`src/rhd_pkg.sv`:
```
// ==========================================================================
// root hub descriptor register bank constants
package rhd_pkg;

  // command codes on the processor port
  localparam logic [7:0] RHD_CMD_DESC_A_RD  = 8'h12;
  localparam logic [7:0] RHD_CMD_DESC_A_WR  = 8'h92;
  localparam logic [7:0] RHD_CMD_DESC_B_RD  = 8'h13;
  localparam logic [7:0] RHD_CMD_DESC_B_WR  = 8'h93;
  localparam logic [7:0] RHD_CMD_GSTAT_RD   = 8'h14;
  localparam logic [7:0] RHD_CMD_GSTAT_WR   = 8'h94;
  localparam logic [7:0] RHD_CMD_PORT1_RD   = 8'h15;
  localparam logic [7:0] RHD_CMD_PORT1_WR   = 8'h95;
  localparam logic [7:0] RHD_CMD_PORT2_RD   = 8'h16;
  localparam logic [7:0] RHD_CMD_PORT2_WR   = 8'h96;

  // descriptor A field positions
  localparam int RHD_PGOOD_WAIT_LSB   = 24;
  localparam int RHD_NO_OC_PROT_BIT   = 12;
  localparam int RHD_OC_MODE_BIT      = 11;
  localparam int RHD_COMPOUND_BIT     = 10;
  localparam int RHD_ALWAYS_PWR_BIT   = 9;
  localparam int RHD_SWITCH_STYLE_BIT = 8;

  // descriptor A writable mask: bits 31:24, 12, 11, 9, 8
  localparam logic [31:0] RHD_DESC_A_WMASK = 32'hff00_1b00;
  // descriptor B writable mask: bits 18:16, 2:0
  localparam logic [31:0] RHD_DESC_B_WMASK = 32'h0007_0007;

  // reset values
  localparam logic [7:0]  RHD_PGOOD_WAIT_RST   = 8'h01;
  localparam logic        RHD_NO_OC_PROT_RST   = 1'b0;
  localparam logic        RHD_ALWAYS_PWR_RST   = 1'b0;
  localparam logic        RHD_SWITCH_STYLE_RST = 1'b1;
  localparam logic [31:0] RHD_DESC_B_RST = 32'h0000_0000;
  localparam logic [31:0] RHD_GSTAT_RST  = 32'h0000_0000;
  localparam logic [31:0] RHD_PORT_RST   = 32'h0000_0000;

  // power-good delay unit in ms
  localparam int RHD_PGOOD_WAIT_UNIT_MS = 2;

endpackage

```
`src/rhd_regs.sv`:
```
// Contract
// - registers accessed only as full 32-bit words
// - two descriptors, global status, per-port status
// - descriptor writes accepted in every state
// - status writes accepted only when operational
// - descriptor A read 12h, write 92h
// - bits 31:24 power-good delay, 2 ms units
// - bit 12 set disables overcurrent reporting
// - bit 11 picks collective or per-port reporting
// - reset loads bit 11 from bit 8
// - bit 10 reads zero, ignores writes
// - descriptor length, type, current not stored
// - bit 9 set keeps ports always powered
// - bit 8 picks ganged or per-port switching
// - bits 1:0 read-only port count, max 2
`timescale 1ns/1ps

module rhd_regs #(
  parameter int PORT_COUNT = 2
) (
  input  wire logic        sys_clk_i,              // controller clock, 25 MHz
  input  wire logic        srst_i,                 // synchronous reset, active high
  input  wire logic        cmd_valid_i,            // command strobe, one cycle
  input  wire logic [7:0]  cmd_code_i,             // command code, bit 7 set = write
  input  wire logic [31:0] wr_data_i,              // full word write data
  input  wire logic        operational_bus_state_i, // controller in operational state
  output logic [31:0]      rd_data_o,              // read data, registered
  output logic             rd_valid_o,             // read data valid pulse
  output logic             wr_refused_o,           // status write refused pulse
  output logic [7:0]       power_good_wait_count_o, // power-good delay count
  output logic             no_overcurrent_protect_o, // overcurrent reporting off
  output logic             overcurrent_report_mode_o, // per-port overcurrent
  output logic             ports_always_powered_o, // no power switching
  output logic             power_switch_style_o    // per-port switching
);

  // ==========================================================================
  // elaboration checks
  if (PORT_COUNT < 1 || PORT_COUNT > 2) begin : g_bad_port_count
    $error("port count must be 1 or 2");
  end

  // ==========================================================================
  // state
  logic [7:0]  pgood_wait_reg;
  logic [7:0]  pgood_wait_next;
  logic        no_oc_prot_reg;
  logic        no_oc_prot_next;
  logic        oc_mode_reg;
  logic        oc_mode_next;
  logic        always_pwr_reg;
  logic        always_pwr_next;
  logic        switch_style_reg;
  logic        switch_style_next;
  logic [31:0] desc_b_reg;
  logic [31:0] desc_b_next;
  logic [31:0] gstat_reg;
  logic [31:0] gstat_next;
  logic [31:0] port_reg [2];
  logic [31:0] port_next [2];
  logic [31:0] rd_data_reg;
  logic [31:0] rd_data_next;
  logic        rd_valid_reg;
  logic        rd_valid_next;
  logic        refused_reg;
  logic        refused_next;

  localparam logic [1:0] PORT_CNT_VAL  = 2'(PORT_COUNT);
  localparam logic       PORT2_PRESENT = (PORT_COUNT > 1);

  // ==========================================================================
  // helpers
  // descriptor A as software sees it; emulated hub fields are not stored
  function automatic logic [31:0] desc_a_word(input logic [7:0] pg,
                                              input logic       nc,
                                              input logic       om,
                                              input logic       np,
                                              input logic       ps);
    logic [31:0] w;
    w                                   = 32'h0000_0000;
    w[rhd_pkg::RHD_PGOOD_WAIT_LSB +: 8] = pg;
    w[rhd_pkg::RHD_NO_OC_PROT_BIT]      = nc;
    w[rhd_pkg::RHD_OC_MODE_BIT]         = om;
    w[rhd_pkg::RHD_COMPOUND_BIT]        = 1'b0;
    w[rhd_pkg::RHD_ALWAYS_PWR_BIT]      = np;
    w[rhd_pkg::RHD_SWITCH_STYLE_BIT]    = ps;
    w[1:0]                              = PORT_CNT_VAL;
    return w;
  endfunction

  // status and port words only change while operational
  function automatic logic status_write_ok(input logic operational, input logic present);
    return operational && present;
  endfunction

  // ==========================================================================
  // next-state logic
  always_comb begin
    logic [31:0] wd;
    wd                = wr_data_i;
    pgood_wait_next   = pgood_wait_reg;
    no_oc_prot_next   = no_oc_prot_reg;
    oc_mode_next      = oc_mode_reg;
    always_pwr_next   = always_pwr_reg;
    switch_style_next = switch_style_reg;
    desc_b_next       = desc_b_reg;
    gstat_next        = gstat_reg;
    port_next[0]      = port_reg[0];
    port_next[1]      = port_reg[1];
    rd_data_next      = 32'h0000_0000;
    rd_valid_next     = 1'b0;
    refused_next      = 1'b0;
    if (cmd_valid_i) begin
      case (cmd_code_i)
        rhd_pkg::RHD_CMD_DESC_A_RD: begin
          rd_data_next  = desc_a_word(pgood_wait_reg, no_oc_prot_reg, oc_mode_reg,
                                      always_pwr_reg, switch_style_reg);
          rd_valid_next = 1'b1;
        end
        rhd_pkg::RHD_CMD_DESC_A_WR: begin
          pgood_wait_next   = wd[rhd_pkg::RHD_PGOOD_WAIT_LSB +: 8];
          no_oc_prot_next   = wd[rhd_pkg::RHD_NO_OC_PROT_BIT];
          oc_mode_next      = wd[rhd_pkg::RHD_OC_MODE_BIT];
          always_pwr_next   = wd[rhd_pkg::RHD_ALWAYS_PWR_BIT];
          switch_style_next = wd[rhd_pkg::RHD_SWITCH_STYLE_BIT];
        end
        rhd_pkg::RHD_CMD_DESC_B_RD: begin
          rd_data_next  = desc_b_reg;
          rd_valid_next = 1'b1;
        end
        rhd_pkg::RHD_CMD_DESC_B_WR: begin
          desc_b_next = wd & rhd_pkg::RHD_DESC_B_WMASK;
        end
        rhd_pkg::RHD_CMD_GSTAT_RD: begin
          rd_data_next  = gstat_reg;
          rd_valid_next = 1'b1;
        end
        rhd_pkg::RHD_CMD_GSTAT_WR: begin
          if (status_write_ok(operational_bus_state_i, 1'b1)) begin
            gstat_next = wd;
          end else begin
            refused_next = 1'b1;
          end
        end
        rhd_pkg::RHD_CMD_PORT1_RD: begin
          rd_data_next  = port_reg[0];
          rd_valid_next = 1'b1;
        end
        rhd_pkg::RHD_CMD_PORT1_WR: begin
          if (status_write_ok(operational_bus_state_i, 1'b1)) begin
            port_next[0] = wd;
          end else begin
            refused_next = 1'b1;
          end
        end
        rhd_pkg::RHD_CMD_PORT2_RD: begin
          rd_data_next  = PORT2_PRESENT ? port_reg[1] : 32'h0000_0000;
          rd_valid_next = 1'b1;
        end
        rhd_pkg::RHD_CMD_PORT2_WR: begin
          if (status_write_ok(operational_bus_state_i, PORT2_PRESENT)) begin
            port_next[1] = wd;
          end else begin
            refused_next = 1'b1;
          end
        end
        default: begin
          rd_data_next = 32'h0000_0000;
        end
      endcase
    end
  end

  // ==========================================================================
  // registers
  always_ff @(posedge sys_clk_i) begin
    if (srst_i) begin
      pgood_wait_reg   <= rhd_pkg::RHD_PGOOD_WAIT_RST;
      no_oc_prot_reg   <= rhd_pkg::RHD_NO_OC_PROT_RST;
      // report mode starts equal to switch style
      oc_mode_reg      <= rhd_pkg::RHD_SWITCH_STYLE_RST;
      always_pwr_reg   <= rhd_pkg::RHD_ALWAYS_PWR_RST;
      switch_style_reg <= rhd_pkg::RHD_SWITCH_STYLE_RST;
      desc_b_reg       <= rhd_pkg::RHD_DESC_B_RST;
      gstat_reg        <= rhd_pkg::RHD_GSTAT_RST;
      port_reg[0]      <= rhd_pkg::RHD_PORT_RST;
      port_reg[1]      <= rhd_pkg::RHD_PORT_RST;
      rd_data_reg      <= 32'h0000_0000;
      rd_valid_reg     <= 1'b0;
      refused_reg      <= 1'b0;
    end else begin
      pgood_wait_reg   <= pgood_wait_next;
      no_oc_prot_reg   <= no_oc_prot_next;
      oc_mode_reg      <= oc_mode_next;
      always_pwr_reg   <= always_pwr_next;
      switch_style_reg <= switch_style_next;
      desc_b_reg       <= desc_b_next;
      gstat_reg        <= gstat_next;
      port_reg[0]      <= port_next[0];
      port_reg[1]      <= port_next[1];
      rd_data_reg      <= rd_data_next;
      rd_valid_reg     <= rd_valid_next;
      refused_reg      <= refused_next;
    end
  end

  // ==========================================================================
  // outputs
  assign rd_data_o                 = rd_data_reg;
  assign rd_valid_o                = rd_valid_reg;
  assign wr_refused_o              = refused_reg;
  assign power_good_wait_count_o   = pgood_wait_reg;
  assign no_overcurrent_protect_o  = no_oc_prot_reg;
  assign overcurrent_report_mode_o = oc_mode_reg;
  assign ports_always_powered_o    = always_pwr_reg;
  assign power_switch_style_o      = switch_style_reg;

endmodule

```
`config.mk`:
```
export PLATFORM = sky130hd
export DESIGN_NAME = rhd_regs
export DESIGN_NICKNAME = d
export VERILOG_FILES = /design/src/rhd_pkg.sv /design/src/rhd_regs.sv
export SDC_FILE = /design/constraint.sdc
export NUM_CORES = 1
export LEC_CHECK = 0
export CAP_MARGIN = 10
export CORE_MARGIN = 4
export CORE_UTILIZATION = 62
export CTS_CLUSTER_SIZE = 12
export DETAILED_ROUTE_END_ITERATION = 10
export DONT_BUFFER_PORTS = 1
export HOLD_SLACK_MARGIN = 0.08
export PLACE_DENSITY_LB_ADDON = 0.12
export SYNTH_ARGS = -nofsm -noshare
export SYNTH_HDL_FRONTEND = slang
export SYNTH_SLANG_ARGS = --single-unit
```
`constraint.sdc`:
```
create_clock -name sys_clk_i -period 2.1 [get_ports sys_clk_i]
set_input_delay 0.42 -clock sys_clk_i [delete_from_list [all_inputs] [get_ports sys_clk_i]]
set_output_delay 0.42 -clock sys_clk_i [all_outputs]
set_load 0.005 [all_outputs]
```
# Word-level counts from Yosys, hierarchy flattened
# Memories as Yosys holds them, arrays and structs flattened.
# Cells that the tools add are included.
[totals]
regBits = 84
mem_bits_rw = 64
in_bits = 44
output_inout_bits = 46
word_cells = 45
memories = 1
[mem_list]
columns = ["memory", "depth", "width", "rd", "rd_ports_with_merged_regs", "write_ports", "line_no", "text"]
rows = [
  ["port_reg", 2, 32, 2, 0, 2, "rhd_regs.sv:59", "logic [31:0] port_reg [2];"],
]
[classes]
eq_ne = 10
n_mux = 13
bitwise_logic = 4
reduce_logical = 7
[ops]
columns = ["cell", "n"]
rows = [
  ["32-bit two-way mux", 6],
  ["32-bit one-hot mux with 5 select lines", 1],
  ["64-bit two-way mux", 1],
  ["8-bit by 5-bit == test with 1-bit output (second input constant)", 5],
  ["8-bit == test (second input constant)", 5],
  ["3-bit OR reduction", 2],
  ["1-bit two-way mux", 5],
  ["5-bit OR reduction", 1],
  ["2-bit AND reduction", 2],
  ["3-bit AND reduction", 1],
  ["1-bit NOT", 2],
  ["1-bit OR", 2],
  ["2-bit OR reduction", 1],
]

# Longest topological paths before layout
# An unclocked memory read counts as a cell.
[depth]
depth_word = 5
mapped_depth = 8
ltp_nobuf = 4

# Least setup slack after synthesis
# No wires, ideal clock.
[synth_path]
kind = "input -> register"
startpoint = "input cmd_code_i[0]"
endpoint = "register gstat_reg[13]"
setup_ns = 0.132
arrival_time_ns = 1.522
required_time_ns = 1.968
path_slack_ns = 0.445
path_stages = 6
n_path_buf = 2
cell_sequence = "buf_2 > nor4b_4 > nand3_1 > clkbuf_1 > nand2_1 > a21oi_1"
[synth_via]
elab_chain_cells = 2
[synth_lines]
columns = ["item", "line_no", "text"]
rows = [
  ["from (decl)", "rhd_regs.sv:24", "input wire logic [7:0] cmd_code_i,"],
  ["8-bit == test", "rhd_regs.sv:114", "case (cmd_code_i)"],
  ["3-bit AND reduction (no source line)", "n/a", ""],
  ["to (signal assigned)", "rhd_regs.sv:185", "gstat_reg <= rhd_pkg::RHD_GSTAT_RST;"],
  ["to (signal assigned)", "rhd_regs.sv:198", "gstat_reg <= gstat_next;"],
  ["to (decl)", "rhd_regs.sv:57", "logic [31:0] gstat_reg;"],
]
# Every way passes these cells.
# A chain may end at the register's enable or synchronous reset.

==> impl_metrics.ini <==
[status]
status = finished, final reports clean

[drt]
routedWlPerCell_um = 18.7
drc_errors = 0
dr_total_vias = 5053
drt_pass1_iterations = 5
drt_iter0_drc = 313
antenna_left = 0
routed_wl_mm = 15.7
vias_per_cell = 6.02

[cts]
tritoncts = yes
ctsRootBufferMaster = clkbuf_8
cts_sinks = 148
cts_buffers = 17
cts.path.max_buffers = 2
path_clk_slew_ns = 0.06
h-tree-depth = 4
clock_latency_ns = 0.52
cts_resized = 0

[worst_setup_path]
cp_slowest_cell = dlygate4sd3_1
cp.required_ns = 2.56
arrival_ns = 2.33
cp_num_buf_inv = 3
crit_chain = nor4bb_1 > buf_4 > and4_1 > buf_12 > nand2_1 > a21oi_1 > dlygate4sd3_1
cp_top_family = buffers and inverters
start_kind = input port
worstSetupEndpointType = register
max_stage_delay_ns = 0.56
crit_type = in2reg
worstPathMaxFanout = 19

[grt]
grt_max_degree = 93
grt_pass1_wl_mm = 25.6
grt_util_all_layers_pct = 29.3
antenna_found_initial = 1
grt-ovfl-total = 0
first_global_vias = 5024

[place]
place.gp.congestion = 0.836
post-place-ws_ns = 0.243
portBuffers = 0
dp.final_hpwl_mm = 8.74

[finish]
drive_gt1_share_pct = 10.4
mostFrequentLayoutCells = nand2_1 (206), dfxtp_1 (148), a21oi_1 (113), dlygate4sd3_1 (55), nor2_1 (41)
area_delta_synth_final_pct = 21.6
fin_nets = 764
largest_reg_flops = 64
fin_util_pct = 78.5
layout_commonest_cell = nand2_1

[synth]
yosys_warnings = 0
ys_types = 29
seq_area_frac_synth_pct = 51.9
synth_area_leaders = dfxtp_1 (52%), nand2_1 (14%), a21oi_1 (9.9%), mux2_2 (4.7%), a22oi_1 (3.8%)
netlist_instances = 676
syn_nets = 720
yosys.area.top_type = dfxtp_1
synth-seq-cells = 148
synth-main-ff-cell = dfxtp_1
synth-async-reset-ratio_pct = 0
synth_edf_count = 0
yosysTopAreaCellShare_pct = 51.9
synth_area_per_cell_um2 = 8.45
syn-cell-area_um2 = 5710

[floorplan]
dieWidth_um = 104
die_y_um = 104
dieArea_um2 = 10800
rows = 34
initial_core_util_pct = 64.5
coreArea_um2 = 8850
io_pins = 90

[sta]
hold_viol = 0
timing.fmax_mhz = 535
setup_tns_ns = 0
setup_viol = 0
worst_slack_ns = 0.232
grt_setup_unrepaired = no
layout_min_cycle_time_ns = 1.87
fin_skew_ns = 0.00508
period_share_pct = 88.9
tightest_slew_ns = 0.514
final_max_slew_viol_count = 0
slew_headroom_pct = 65.6

[power]
powerDensity_nw_per_um2 = 872
totalPowerFinal_mw = 6.05
ir_drop_mv = 0.586
p_leak_nw = 2.55

[run]
maxCapViolations = 0

[hold_path]
worst_hold_path_type = in2reg
-- synthesized netlist by cell type (all sizes together), types with 5 or more instances --
cell type and count:
a21oi 113, o22a 5, a22oi 29, nor2b 7
clkbuf 28, buf 24, mux2i 20, nor2 41
mux2 24, nand2 206, dfxtp 148
-- worst reg2reg max path, cell delays in order, from the launching register on --
cell           delay (ns)
dfxtp_1              0.34
mux2i_1              0.14
nor2_1               0.06
dlygate4sd3_1        0.55
-- per-layer routing --
metal	up-vias	wire, um	GRT usage, %
li1	2352	-	-
met1	2430	6270	34.1
met2	230	7780	51.3
met3	41	1250	6.89
met4	0	404	12.7
met5	-	0	0
-- stage by stage --
stage / std cells / area (um2) / hold slack, ns
2_1_floorplan: 676 / 5710 / 0.432
3_3_place_gp: 753 / 5770 / 0.433
3_5_place_dp: 753 / 5770 / 0.440
4_1_cts: 838 / 6930 / 0.0824
5_1_grt: 840 / 6940 / 0.0862
6_report: 840 / 6940 / 0.106
-- where the power goes --
group          switching, mW  internal (mW)  total (mW)
sequential           0.00110           2.81        2.81
combinational          0.100         0.0815       0.182
clock                   1.12           1.94        3.06
-- cells by family after synthesis --
family / count (synthesis) / synth area share, %
DFF: 148 / 51.9
muxes: 44 / 8.24
AOI/OAI and AO/OA: 153 / 15.4
and+or+nand+nor: 277 / 20.0
buffers and inverters: 54 / 4.45
-- final cells by class --
class / instances / area (um2)
diodes: 1 / 2.50
clock buffers: 20 / 435
flip-flops and latches: 148 / 2960
clock inverters: 10 / 158
fillers: 594 / 1910
repair buffers: 77 / 748
well taps: 108 / 135
multi-input cells: 474 / 2490
inverters: 2 / 7.51
-- path summary, 6_finish.rpt --
kind | start | to | slack, ns | cells past startpoint
min | wr_data_i[18] | desc_b_reg[18]$_SDFFE_PP0P_ | 0.11 | 2
min reg2reg | port_reg[0][28]$_SDFFE_PP0P_ | rd_data_o[28]$_SDFF_PP0_ | 0.45 | 2
max reg2reg | power_good_wait_count_o[6]$_SDFFE_PP0P_ | power_good_wait_count_o[6]$_SDFFE_PP0P_ | 0.89 | 3
max | cmd_code_i[5] | port_reg[0][60]$_SDFFE_PP0P_ | 0.23 | 7
-- repair_timing --
item / 4_1_cts / 5_1_grt
hold buffers: 55 / 1
endpoints found under the hold margin: 114 / 1
buffers inserted: 0 / 0
No activity file was read; power rests on OpenSTA's default activity.
